--- src/logic/irq_wdt_pkg.sv ---
// Purpose: shared constants and types for the interrupt, watchdog and halt block
// Assumes: single system clock domain, data memory address bus of 8 bits
// Notes: field positions follow the interrupt control register layout
package irq_wdt_pkg;
   localparam logic [7:0] INTERRUPT_CONTROL_ADDR = 8'h0b;
   localparam logic [7:0] INTERRUPT_CONTROL_RESET = 8'h00;
   // bit 7 is the test bit: never stored, reads as zero
   localparam logic [7:0] INTERRUPT_CONTROL_WRITE_MASK = 8'h7f;
   localparam int GIE_BIT = 0;
   localparam int EN_LO = 1;
   localparam int EN_HI = 3;
   localparam int FLAG_LO = 4;
   localparam int FLAG_HI = 6;
   localparam int EXT_FLAG_BIT = 4;
   localparam logic [7:0] EXT_VECTOR = 8'h04;
   localparam logic [7:0] TMR_VECTOR = 8'h08;
   localparam logic [7:0] CNV_VECTOR = 8'h0c;
   localparam int WDT_BITS = 16;
   localparam logic [WDT_BITS-1:0] WDT_LAST = 16'hffff;
   localparam logic [1:0] PRESC_LAST = 2'h3;
   localparam logic [10:0] WAKE_DELAY_CYCLES = 11'h400;
   localparam logic [10:0] WAKE_LAST = WAKE_DELAY_CYCLES - 11'h001;
   localparam logic [10:0] PIN_IDLE = 11'h7ff;

   typedef struct packed {
      logic osc_rc;
      logic wdt_en;
      logic wdt_src_rc;
      logic wdt_rc_en;
      logic clr_paired;
      logic [7:0] porta_wake;
   } opt_type;

   typedef struct packed {
      logic return_with_enable;
      logic plain_return;
      logic clear_watchdog_single;
      logic clear_watchdog_first;
      logic clear_watchdog_second;
      logic halt;
   } instr_type;

   typedef struct packed {
      logic take;
      logic [7:0] vector;
   } take_type;

   typedef struct packed {
      logic timeout_flag;
      logic power_down_flag;
   } status_type;

   typedef enum logic [2:0] {
      ST_RUN = 3'h1,
      ST_HALT = 3'h2,
      ST_WAKE = 3'h4
   } state_type;
endpackage : irq_wdt_pkg

--- src/logic/wdt_counter.sv ---
// Purpose: watchdog counter, one overflow pulse every 2^16 ticks
// Assumes: tick is a one-cycle enable in the system clock domain
// Notes: clear zeroes the whole counter; the instruction clock prescaler is not cleared
module wdt_counter (
   input wire logic clk,
   input wire logic resetn,
   input wire logic tick,
   input wire logic clear,
   output logic overflow
);
   import irq_wdt_pkg::*;

   logic [WDT_BITS-1:0] count;

   always_ff @(posedge clk) begin
      if (!resetn || clear) begin
         count <= '0;
      end else if (tick) begin
         count <= count + 16'h0001;
      end
   end

   always_ff @(posedge clk) begin
      if (!resetn) begin
         overflow <= 1'b0;
      end else begin
         overflow <= tick && !clear && (count == WDT_LAST);
      end
   end
endmodule : wdt_counter

--- src/logic/irq_watchdog_halt_control.sv ---
// Purpose: interrupt control register, priority vectoring, watchdog and halt control
// Assumes: core gives one-cycle instruction strobes and the sample_phase pulse
// Notes: pins and the watchdog rc clock are sampled through three flip-flops
module irq_watchdog_halt_control (
   input wire logic CLK_SYS,
   input wire logic RESETN,
   input wire irq_wdt_pkg::opt_type OPTIONS,
   input wire irq_wdt_pkg::instr_type INSTR,
   input wire logic STACK_FULL,
   input wire logic SAMPLE_PHASE,
   input wire logic [7:0] REG_ADDR,
   input wire logic [7:0] REG_WDATA,
   input wire logic REG_WE,
   output logic [7:0] REG_RDATA,
   input wire logic EXT_IRQ_PIN_N,
   input wire logic TIMER_OVF,
   input wire logic CONVERTER_DONE,
   input wire logic [7:0] PORT_A,
   input wire logic EXTERNAL_RESET_PIN_N,
   input wire logic WDT_RC_CLK,
   output irq_wdt_pkg::take_type IRQ,
   output irq_wdt_pkg::status_type STATUS_FLAGS,
   output logic CHIP_RESET,
   output logic WARM_RESET,
   output logic HALTED,
   output logic CORE_RUN,
   output logic SYS_OSC_RUN,
   output logic OSC_OUT_PIN,
   output logic OSC_OUT_OE_N
);
   import irq_wdt_pkg::*;

   function automatic logic [2:0] first_of(input logic [2:0] v);
      if (v[0]) return 3'h1;
      if (v[1]) return 3'h2;
      if (v[2]) return 3'h4;
      return 3'h0;
   endfunction : first_of

   function automatic logic [7:0] vec_of(input logic [2:0] onehot);
      if (onehot[0]) return EXT_VECTOR;
      if (onehot[1]) return TMR_VECTOR;
      return CNV_VECTOR;
   endfunction : vec_of

   opt_type opt;
   state_type state;
   logic [10:0] wake_cnt;
   logic [7:0] interrupt_control;
   logic [7:0] next_interrupt_control;
   logic [1:0] presc;
   logic first_seen;
   logic second_seen;
   logic wdt_ovf;
   logic [10:0] pin_raw;
   logic [10:0] pin_s1;
   logic [10:0] pin_s2;
   logic [10:0] pin_s3;
   logic [10:0] pin_f;
   logic [10:0] pin_d;

   // options are straps: taken while reset is held, frozen afterwards
   always_ff @(posedge CLK_SYS) begin
      if (!RESETN) begin
         opt <= OPTIONS;
      end
   end

   // pins and the rc clock: a level moves only once stages two and three agree
   assign pin_raw = {WDT_RC_CLK, EXTERNAL_RESET_PIN_N, EXT_IRQ_PIN_N, PORT_A};

   always_ff @(posedge CLK_SYS) begin
      if (!RESETN) begin
         pin_s1 <= PIN_IDLE;
         pin_s2 <= PIN_IDLE;
         pin_s3 <= PIN_IDLE;
         pin_f <= PIN_IDLE;
         pin_d <= PIN_IDLE;
      end else begin
         pin_s1 <= pin_raw;
         pin_s2 <= pin_s1;
         pin_s3 <= pin_s2;
         pin_f <= (pin_s2 & pin_s3) | (pin_f & (pin_s2 | pin_s3));
         pin_d <= pin_f;
      end
   end

   logic rc_edge;
   logic rst_pin_low;
   logic ext_fall;
   logic [7:0] porta_fall;
   assign rc_edge = pin_f[10] && !pin_d[10];
   assign rst_pin_low = !pin_f[9];
   assign ext_fall = pin_d[8] && !pin_f[8];
   assign porta_fall = pin_d[7:0] & ~pin_f[7:0];

   logic run;
   logic halted;
   assign run = (state == ST_RUN);
   assign halted = (state == ST_HALT);

   // instruction clock: system clock divided by four, frozen with the oscillator
   logic instr_tick;
   assign instr_tick = (presc == PRESC_LAST) && !halted;

   always_ff @(posedge CLK_SYS) begin
      if (!RESETN) begin
         presc <= 2'h0;
      end else if (!halted) begin
         presc <= presc + 2'h1;
      end
   end

   // crystal mode leaves the pin to the resonator
   assign OSC_OUT_PIN = presc[1];
   assign OSC_OUT_OE_N = !opt.osc_rc;
   assign SYS_OSC_RUN = !halted;

   // watchdog clocking; with the rc oscillator optioned off the rc path is dead
   logic wdt_tick;
   assign wdt_tick = opt.wdt_en && (opt.wdt_src_rc ? (rc_edge && opt.wdt_rc_en)
                                                  : instr_tick);

   logic core_reset_evt;
   logic halt_enter;
   logic clr_fire;
   logic wdt_clear;
   assign core_reset_evt = rst_pin_low || (wdt_ovf && !halted);
   assign halt_enter = INSTR.halt && run && !core_reset_evt;
   assign clr_fire = opt.wdt_en && run && (opt.clr_paired
      ? ((first_seen || INSTR.clear_watchdog_first)
         && (second_seen || INSTR.clear_watchdog_second))
      : INSTR.clear_watchdog_single);
   assign wdt_clear = clr_fire || rst_pin_low || halt_enter;

   // paired mode: either half may come first, the pair clears together
   always_ff @(posedge CLK_SYS) begin
      if (!RESETN || wdt_clear) begin
         first_seen <= 1'b0;
         second_seen <= 1'b0;
      end else if (opt.wdt_en && opt.clr_paired && run) begin
         if (INSTR.clear_watchdog_first) first_seen <= 1'b1;
         if (INSTR.clear_watchdog_second) second_seen <= 1'b1;
      end
   end

   wdt_counter u_wdt (
      .clk(CLK_SYS),
      .resetn(RESETN),
      .tick(wdt_tick),
      .clear(wdt_clear),
      .overflow(wdt_ovf)
   );

   // interrupt requests and acknowledge
   logic [2:0] set_evt;
   logic [2:0] new_set;
   logic [2:0] pend;
   logic [2:0] take_mask;
   logic take_now;
   logic reg_hit;
   assign set_evt = {CONVERTER_DONE, TIMER_OVF, ext_fall};
   // a flag already up before halt gives no fresh edge, so cannot wake
   assign new_set = set_evt & ~interrupt_control[FLAG_HI:FLAG_LO];
   assign pend = interrupt_control[FLAG_HI:FLAG_LO] & interrupt_control[EN_HI:EN_LO];
   assign take_now = run && SAMPLE_PHASE && interrupt_control[GIE_BIT] && !STACK_FULL
                     && (pend != 3'h0) && !core_reset_evt;
   assign take_mask = take_now ? first_of(pend) : 3'h0;
   assign reg_hit = REG_WE && (REG_ADDR == INTERRUPT_CONTROL_ADDR);

   always_comb begin
      next_interrupt_control = interrupt_control;
      if (reg_hit) begin
         next_interrupt_control = REG_WDATA & INTERRUPT_CONTROL_WRITE_MASK;
      end
      if (INSTR.return_with_enable && run) begin
         next_interrupt_control[GIE_BIT] = 1'b1;
      end
      if (take_now) begin
         next_interrupt_control[GIE_BIT] = 1'b0;
      end
      // a fresh request beats a clear in the same cycle
      next_interrupt_control[FLAG_HI:FLAG_LO] = (next_interrupt_control[FLAG_HI:FLAG_LO] & ~take_mask)
                                   | set_evt;
   end

   // warm reset during halt leaves the register as it was
   always_ff @(posedge CLK_SYS) begin
      if (!RESETN || core_reset_evt) begin
         interrupt_control <= INTERRUPT_CONTROL_RESET;
      end else begin
         interrupt_control <= next_interrupt_control;
      end
   end

   always_ff @(posedge CLK_SYS) begin
      if (!RESETN) begin
         IRQ <= '0;
      end else begin
         IRQ.take <= take_now;
         if (take_now) begin
            IRQ.vector <= vec_of(take_mask);
         end
      end
   end

   always_ff @(posedge CLK_SYS) begin
      if (!RESETN) begin
         REG_RDATA <= 8'h00;
      end else begin
         REG_RDATA <= (REG_ADDR == INTERRUPT_CONTROL_ADDR) ? interrupt_control : 8'h00;
      end
   end

   // timeout and power-down flags
   always_ff @(posedge CLK_SYS) begin
      if (!RESETN) begin
         STATUS_FLAGS <= '0;
      end else begin
         if (halt_enter) begin
            STATUS_FLAGS.power_down_flag <= 1'b1;
            STATUS_FLAGS.timeout_flag <= 1'b0;
         end else if (clr_fire) begin
            STATUS_FLAGS <= '0;
         end else if (rst_pin_low && halted) begin
            STATUS_FLAGS.timeout_flag <= 1'b0;
         end
         if (wdt_ovf) begin
            STATUS_FLAGS.timeout_flag <= 1'b1;
         end
      end
   end

   always_ff @(posedge CLK_SYS) begin
      if (!RESETN) begin
         CHIP_RESET <= 1'b0;
         WARM_RESET <= 1'b0;
      end else begin
         CHIP_RESET <= core_reset_evt;
         WARM_RESET <= wdt_ovf && halted;
      end
   end

   // halt, wake and the dummy delay; continuing or vectoring is decided later
   // by the normal sampling path, so a wake with a masked source just resumes
   logic wake_evt;
   assign wake_evt = rst_pin_low || wdt_ovf || ((porta_fall & opt.porta_wake) != 8'h00)
                     || (new_set != 3'h0);

   always_ff @(posedge CLK_SYS) begin
      if (!RESETN) begin
         state <= ST_RUN;
         wake_cnt <= 11'h000;
      end else begin
         case (state)
            ST_RUN: begin
               if (core_reset_evt) begin
                  state <= ST_WAKE;
                  wake_cnt <= 11'h000;
               end else if (halt_enter) begin
                  state <= ST_HALT;
               end
            end
            ST_HALT: begin
               if (wake_evt) begin
                  state <= ST_WAKE;
                  wake_cnt <= 11'h000;
               end
            end
            ST_WAKE: begin
               if (core_reset_evt) begin
                  wake_cnt <= 11'h000;
               end else if (wake_cnt == WAKE_LAST) begin
                  state <= ST_RUN;
               end else begin
                  wake_cnt <= wake_cnt + 11'h001;
               end
            end
            default: begin
               state <= ST_RUN;
            end
         endcase
      end
   end

   assign HALTED = halted;
   assign CORE_RUN = run;
endmodule : irq_watchdog_halt_control

--- config.mk ---
export PLATFORM = sky130hd
export DESIGN_NAME = irq_watchdog_halt_control
export DESIGN_NICKNAME = d
export VERILOG_FILES = /design/src/logic/irq_wdt_pkg.sv /design/src/logic/wdt_counter.sv /design/src/logic/irq_watchdog_halt_control.sv
export SDC_FILE = /design/constraint.sdc
export NUM_CORES = 1
export LEC_CHECK = 0
export ABC_CLOCK_PERIOD_IN_PS = 2100
export BUFFER_PORTS_ARGS = -buffer_cell sky130_fd_sc_hd__buf_4
export CELL_PAD_IN_SITES_DETAIL_PLACEMENT = 1
export CELL_PAD_IN_SITES_GLOBAL_PLACEMENT = 2
export CORE_MARGIN = 2
export CORE_UTILIZATION = 34
export CTS_CLUSTER_SIZE = 40
export DETAILED_ROUTE_END_ITERATION = 7
export PLACE_DENSITY_LB_ADDON = 0.1
export SLEW_MARGIN = 20
export SYNTH_ARGS = -nofsm -noshare
export SYNTH_HDL_FRONTEND = slang
export SYNTH_SLANG_ARGS = --single-unit
--- constraint.sdc ---
create_clock -name CLK_SYS -period 2.1 [get_ports CLK_SYS]
set_input_delay 0.42 -clock CLK_SYS [delete_from_list [all_inputs] [get_ports CLK_SYS]]
set_output_delay 0.42 -clock CLK_SYS [all_outputs]
set_load 0.01 [all_outputs]
* Word-level counts from Yosys, hierarchy flattened *
Index checks and enable logic that the tools add are counted.

word-level totals
  bits of input ports = 53
  bits in registers = 130

cells by class
  mux-type cells = 44
  eq/ne operators = 13
  add/subtract/negate cells = 3
  bitwise logic cells = 13
  reduce and logical (&&, ||, !) cells = 56

operator list
  kind                                                   count
  2-to-1 mux 11 bit                                      4
  2-to-1 mux 3 bit                                       12
  one-hot mux 11 bit (3 select lines)                    1
  2-to-1 mux 8 bit                                       4
  logical AND 1 bit                                      24
  AND 11 bit                                             2
  bitwise OR 11 bit                                      2
  2-to-1 mux 1 bit                                       20
  adder 16 x 1 -> 16 bit, second input constant          1
  AND 8 bit                                              2
  equality test 16 bit, second input constant            1
  adder 11 x 1 -> 11 bit, second input constant          1
  equality test 11 x 10 -> 1 bit, second input constant  1
  logical OR 1 bit                                       10
  AND 3 bit                                              3
  logical NOT 1 bit                                      9
  one-hot mux 3 bit (3 select lines)                     1
  nonzero test 3 bit                                     3
  equality test 8 x 4 -> 1 bit, second input constant    1
  inverter 8 bit                                         1
  AND reduction 4 bit                                    2
  nonzero test 8 bit                                     1
  2-to-1 mux 7 bit                                       1
  inverter 3 bit                                         2
  15 further kinds                                       20

* Depth between registers and ports, before layout *
  depth after elaboration = 17
  gate-level depth with buffers = 9

* Hierarchy *
Synthesis repeated with hierarchy kept, for this count alone.

unflattened totals
  cell total of the unflattened synthesis = 460
  area total of the unflattened synthesis = 4,603.2 um^2

by module, submodules not included
  module                     cells each  instances  area each (um^2)
  irq_watchdog_halt_control  376         1          3,862.5
  wdt_counter                84          1          740.7

* Worst setup path after synthesis *
Ideal clock, no wire load.

  kind = input -> register
  from = input REG_ADDR[5]
  to = register interrupt_control[4]
  arrival time = 1.734 ns
  library setup time = 0.122 ns
  path slack = 0.244 ns
  stages on the path = 6
  data required time = 1.978 ns
  path buffers = 0
  path through = or4_4 -> nor2_2 -> nand2_2 -> mux2_2 -> a21oi_1 -> nor2_1

on the way
  longest elaborated chain between the ends = 5

ends and longest elaborated chain
  what                          RTL line                          text
  start: declaration            irq_watchdog_halt_control.sv:11   input wire logic [7:0] REG_ADDR,
  equality test 8 x 4 -> 1 bit  irq_watchdog_halt_control.sv:169  assign reg_hit = REG_WE && (REG_ADDR == INTERRUPT_CONTROL_ADDR);
  logical AND 1 bit             irq_watchdog_halt_control.sv:169
  2-to-1 mux 7 bit              irq_watchdog_halt_control.sv:173  if (reg_hit) begin
  AND 3 bit                     irq_watchdog_halt_control.sv:183  next_interrupt_control[FLAG_HI:FLAG_LO] = (next_interrupt_control[FLAG_HI:FLAG_LO] & ~take_mask)
  bitwise OR 3 bit              irq_watchdog_halt_control.sv:184  | set_evt;
  end signal: assignment        irq_watchdog_halt_control.sv:192  interrupt_control <= next_interrupt_control;
  end: declaration              irq_watchdog_halt_control.sv:49   logic [7:0] interrupt_control;

Every way passes these cells. The select of a mux whose other input is x is not followed.
A chain may end at the register's enable or synchronous reset.

* Worst setup path in the final report *
  from = register state[0]
  to = output CORE_RUN

on the way
  longest elaborated chain between the ends = 1

ends and longest elaborated chain
  what                          RTL line                          text
  start: declaration            irq_watchdog_halt_control.sv:47   state_type state;
  start signal: assignment      irq_watchdog_halt_control.sv:252  state <= ST_RUN;
  start signal: assignment      irq_watchdog_halt_control.sv:258  state <= ST_WAKE;
  start signal: assignment      irq_watchdog_halt_control.sv:261  state <= ST_HALT;
  equality test 3 x 1 -> 1 bit  irq_watchdog_halt_control.sv:99   assign run = (state == ST_RUN);
  end: declaration              irq_watchdog_halt_control.sv:26   output logic CORE_RUN,

Every way passes these cells.

==> metrics.md <==
| Metric | Value |
|---|---|
| Status | finished, final reports clean |
| Initial DRC Count | between 200 and 250 |
| Crit path from | state[0] |
| Max FO, Critical Path | 6 |
| Filler cells | approximately 1500 |
| Main synth FF type | dfxtp_1 |
| Vias in the first global route | between 3000 and 4000 |
| Clock Latency Late Sink | 0.42 ns |
| Worst r2r src | state[1] |
| Cell Area, Synth | 4560 um^2 |
| GRT Residual Overflow | 0 |
| Clock Skews | 0.00710 ns |
| Final Hold Vio Count | 0 |
| Commonest non-fill, non-tap cell in the layout | dfxtp_1 |
| Final max-slew violation count | 0 |
| Drt drc | 0 |
| Final Setup Violations | 0 |
| Share of cells above drive strength 1 | 0.254 |
| Maxcap violations | 0 |
| Met3 wire len | 581 um |
| H-tree levels | 4 |
| Crit path largest cell delay | about 0.43 ns |
| Crit Path Class | register to output pin |
| Fin nets | 602 |
| RSZ-0062 raised after global routing | false |
| Async SR Flop Fraction | 0 |
| WL final | 10400 um |
| Reg2reg setup slack | 0.19 ns |
| Clock Tree Buf Depth | 2 |
| Setup crit end kind | output pin |
| Most frequent cells in the layout | 110 x dfxtp_1, 83 x buf_4, 50 x nor2_1 |
| Maximum vdd drop | between 0.5 and 0.6 mV |
| Slew margin rel. | 0.610 |
| DP Wirelength | approximately 7300 um |
| Post-Syn Instances | 461 |
| Largest net degree at the start of global routing | 35 |
| Crit-path cells | or3b_4, inv_2, buf_4, buf_4 |
| CTS Buf Count | 17 |
| Reg area | about 2600 um^2 |
| Startpoint types | register |
| Top cell by count, worst path | buf_4 |
| Tightest Pin Transition | 0.586 ns |
| FP Rows | 42 |
| Fmax | 0.513 GHz |
| Initial antenna violation count | 0 |
| P&R area growth vs syn | 30.8% |
| Core region area | approximately 13000 um^2 |
| Overall die width | 120 um |
| Io pins | 79 |
| Final period util | 0.928 |
| Vias | between 3000 and 4000 |
| Path type of the worst min-delay path | primary input to register |
| Final Critical Period | around 2 ns |
| Clock transition at path regs | 0.06 ns |
| CTS Hold Bufs | 0 |
| CP top delay family | simple AND/OR/NAND/NOR gates |
| Syn_area_per_cell | 9.90 um^2 |
| Yosys warnings | 0 |
| Data arrival, critical path | 1.53 ns |
| Crit path required time | around 1.7 ns |
| Place WS | 0.00529 ns |
| Footprint of the multi-input gates | 1840 um^2 |
| WL per Instance | 14.2 um |
| DR WL met2 | ~4700 um |
| Top post-synthesis cells by area | dfxtp_1 48%, edfxtp_1 8.6%, nand2b_1 6.3% |
| Number of iterations in the first detailed-routing pass | 4 |
| Clk sinks | 123 |
| Total GRT Usage | 0.155 |
| WP depth | 4 |
| First-pass GRT wire length | between 15000 and 20000 um |
| Buf/Inv on CP | 3 |
| Die Y | 120 um |
| Top layer in use | met4 |
| Global placement routability congestion | 0.741 |
| Setup TNS | 0 ns |
| Number of vias per cell | 4.70 |
| M1 wire length | 4970 um |
| Post-synth cell types | 60 |
| Initial core utilization | 0.346 |
| Die ar. | 14400 um^2 |
| Critical path endpoint | CORE_RUN |
| Yosys top cell by area | dfxtp_1 |
| Reg2Reg Depth | 6 |
| Top cell type's share of synthesized area | 0.483 |
| Routed Antenna Nets | 0 |
| ANT cells | 0 |
| RR Endpoint | u_wdt.count[4] |
| CTS tree | yes |
| CP max-delay cell | or3b_4 |
| Number of synthesized flops with an enable pin | 13 |
| Yosys reg bits | 123 |
| Pwr Density | 986 nW/um^2 |
| P_leak | roughly 2.3 nW |
| IO buf count | 69 |
| Sequential cell area fraction in the yosys report | 0.568 |
| Final worst slack | 0.151 ns |
| Clk root buf | clkbuf_16 |
routing by layer:
layer  global-route usage  up-vias
met2                0.233       77
met3               0.0547       19
li1                     -     1739
met4               0.0721        0
met5                    0        -
met1                0.198     1623
flip-flops by register name, indices dropped and copies added, names as in the netlist:
register,flops
CHIP_RESET,1
IRQ,3
REG_RDATA,7
STATUS_FLAGS,2
WARM_RESET,1
first_seen,1
interrupt_control,7
opt,13
pin_d,10
pin_f,11
pin_s1,11
pin_s2,11
pin_s3,11
presc,2
second_seen,1
state,3
u_wdt.count,16
u_wdt.overflow,1
wake_cnt,11
what timing repair did:
item,in CTS,in global routing
buffers inserted,0,0
resized for setup,2,4
endpoints found under the setup margin,1,8
hold endpoints to repair,0,0
power breakdown:
group | internal [mW] | switching, mW | total (mW) | leakage (nW)
clock network | 2.06 | 1.05 | 3.11 | 0.312
logic | 0.150 | 0.150 | 0.300 | 0.991
registers | 2.44 | 0.0345 | 2.48 | 1.02
total | 4.65 | 1.23 | 5.89 | 2.33
cell families (layout without fill, tap and decap cells):
kind of cell,Yosys count,in the layout,synth area share
multiplexers,9,9,0.0208
AO/OA/AOI/OAI,81,81,0.112
flip-flops,123,123,0.568
buffers and inverters,34,126,0.0392
AND/OR/NAND/NOR,196,196,0.224
other,1,7,0.000822
adder cells (fa/ha/maj),3,3,0.00823
XOR/XNOR,14,14,0.0269
cell type report:
type / count / share of cell area
Clock buffer: 25 / 0.0920
Sequential cell: 123 / 0.434
Inverter: 11 / 0.00776
Timing Repair Buffer: 83 / 0.104
Tap cell: 176 / 0.0369
Multi-Input combinational cell: 310 / 0.308
Clock inverter: 7 / 0.0163
worst min-delay path by stage:
stage	startpoint	to	slack [ns]	depth (start not counted)
after floorplan	pin_s1[0]	pin_s2[0]	0.39	1
after global placement	pin_s1[10]	pin_s2[10]	0.39	1
after detailed placement	pin_s1[0]	pin_s2[0]	0.40	1
after CTS	OPTIONS[3]	opt[3]	0.16	1
after global routing	OPTIONS[6]	opt[6]	0.16	1
final	OPTIONS[3]	opt[3]	0.18	1
per-stage QoR:
step / instance area, um^2 / hold slack, ns / util / instances / total power [mW]
2_1_floorplan: 4590 / 0.386 / - / 467 / 2.68
5_1_grt: 5970 / 0.157 / 0.453 / 735 / 6.11
3_3_place_gp: 5300 / 0.390 / 0.402 / 703 / 2.82
6_report: 5970 / 0.177 / 0.453 / 735 / 5.89
4_1_cts: 5950 / 0.161 / 0.451 / 735 / 5.96
3_5_place_dp: 5300 / 0.397 / 0.402 / 703 / 2.83
cells in the mapped netlist (2+ instances only):
master	number
a21oi_1	25
a31oi_1	8
and2_1	2
and3_1	9
buf_2	3
buf_4	7
buf_6	2
clkbuf_1	10
dfxtp_1	110
edfxtp_1	13
ha_1	3
inv_1	8
mux2_2	4
mux2i_1	5
nand2_1	37
nand2_2	2
nand2b_1	46
nand3_1	14
nand4_1	4
nand4b_1	2
nor2_1	50
nor2b_1	3
nor3_1	5
nor4_1	8
o211a_1	2
o21ai_0	27
o22ai_1	4
or2_2	3
or3_1	2
xnor2_1	13
(Power assumes the default switching activity.)
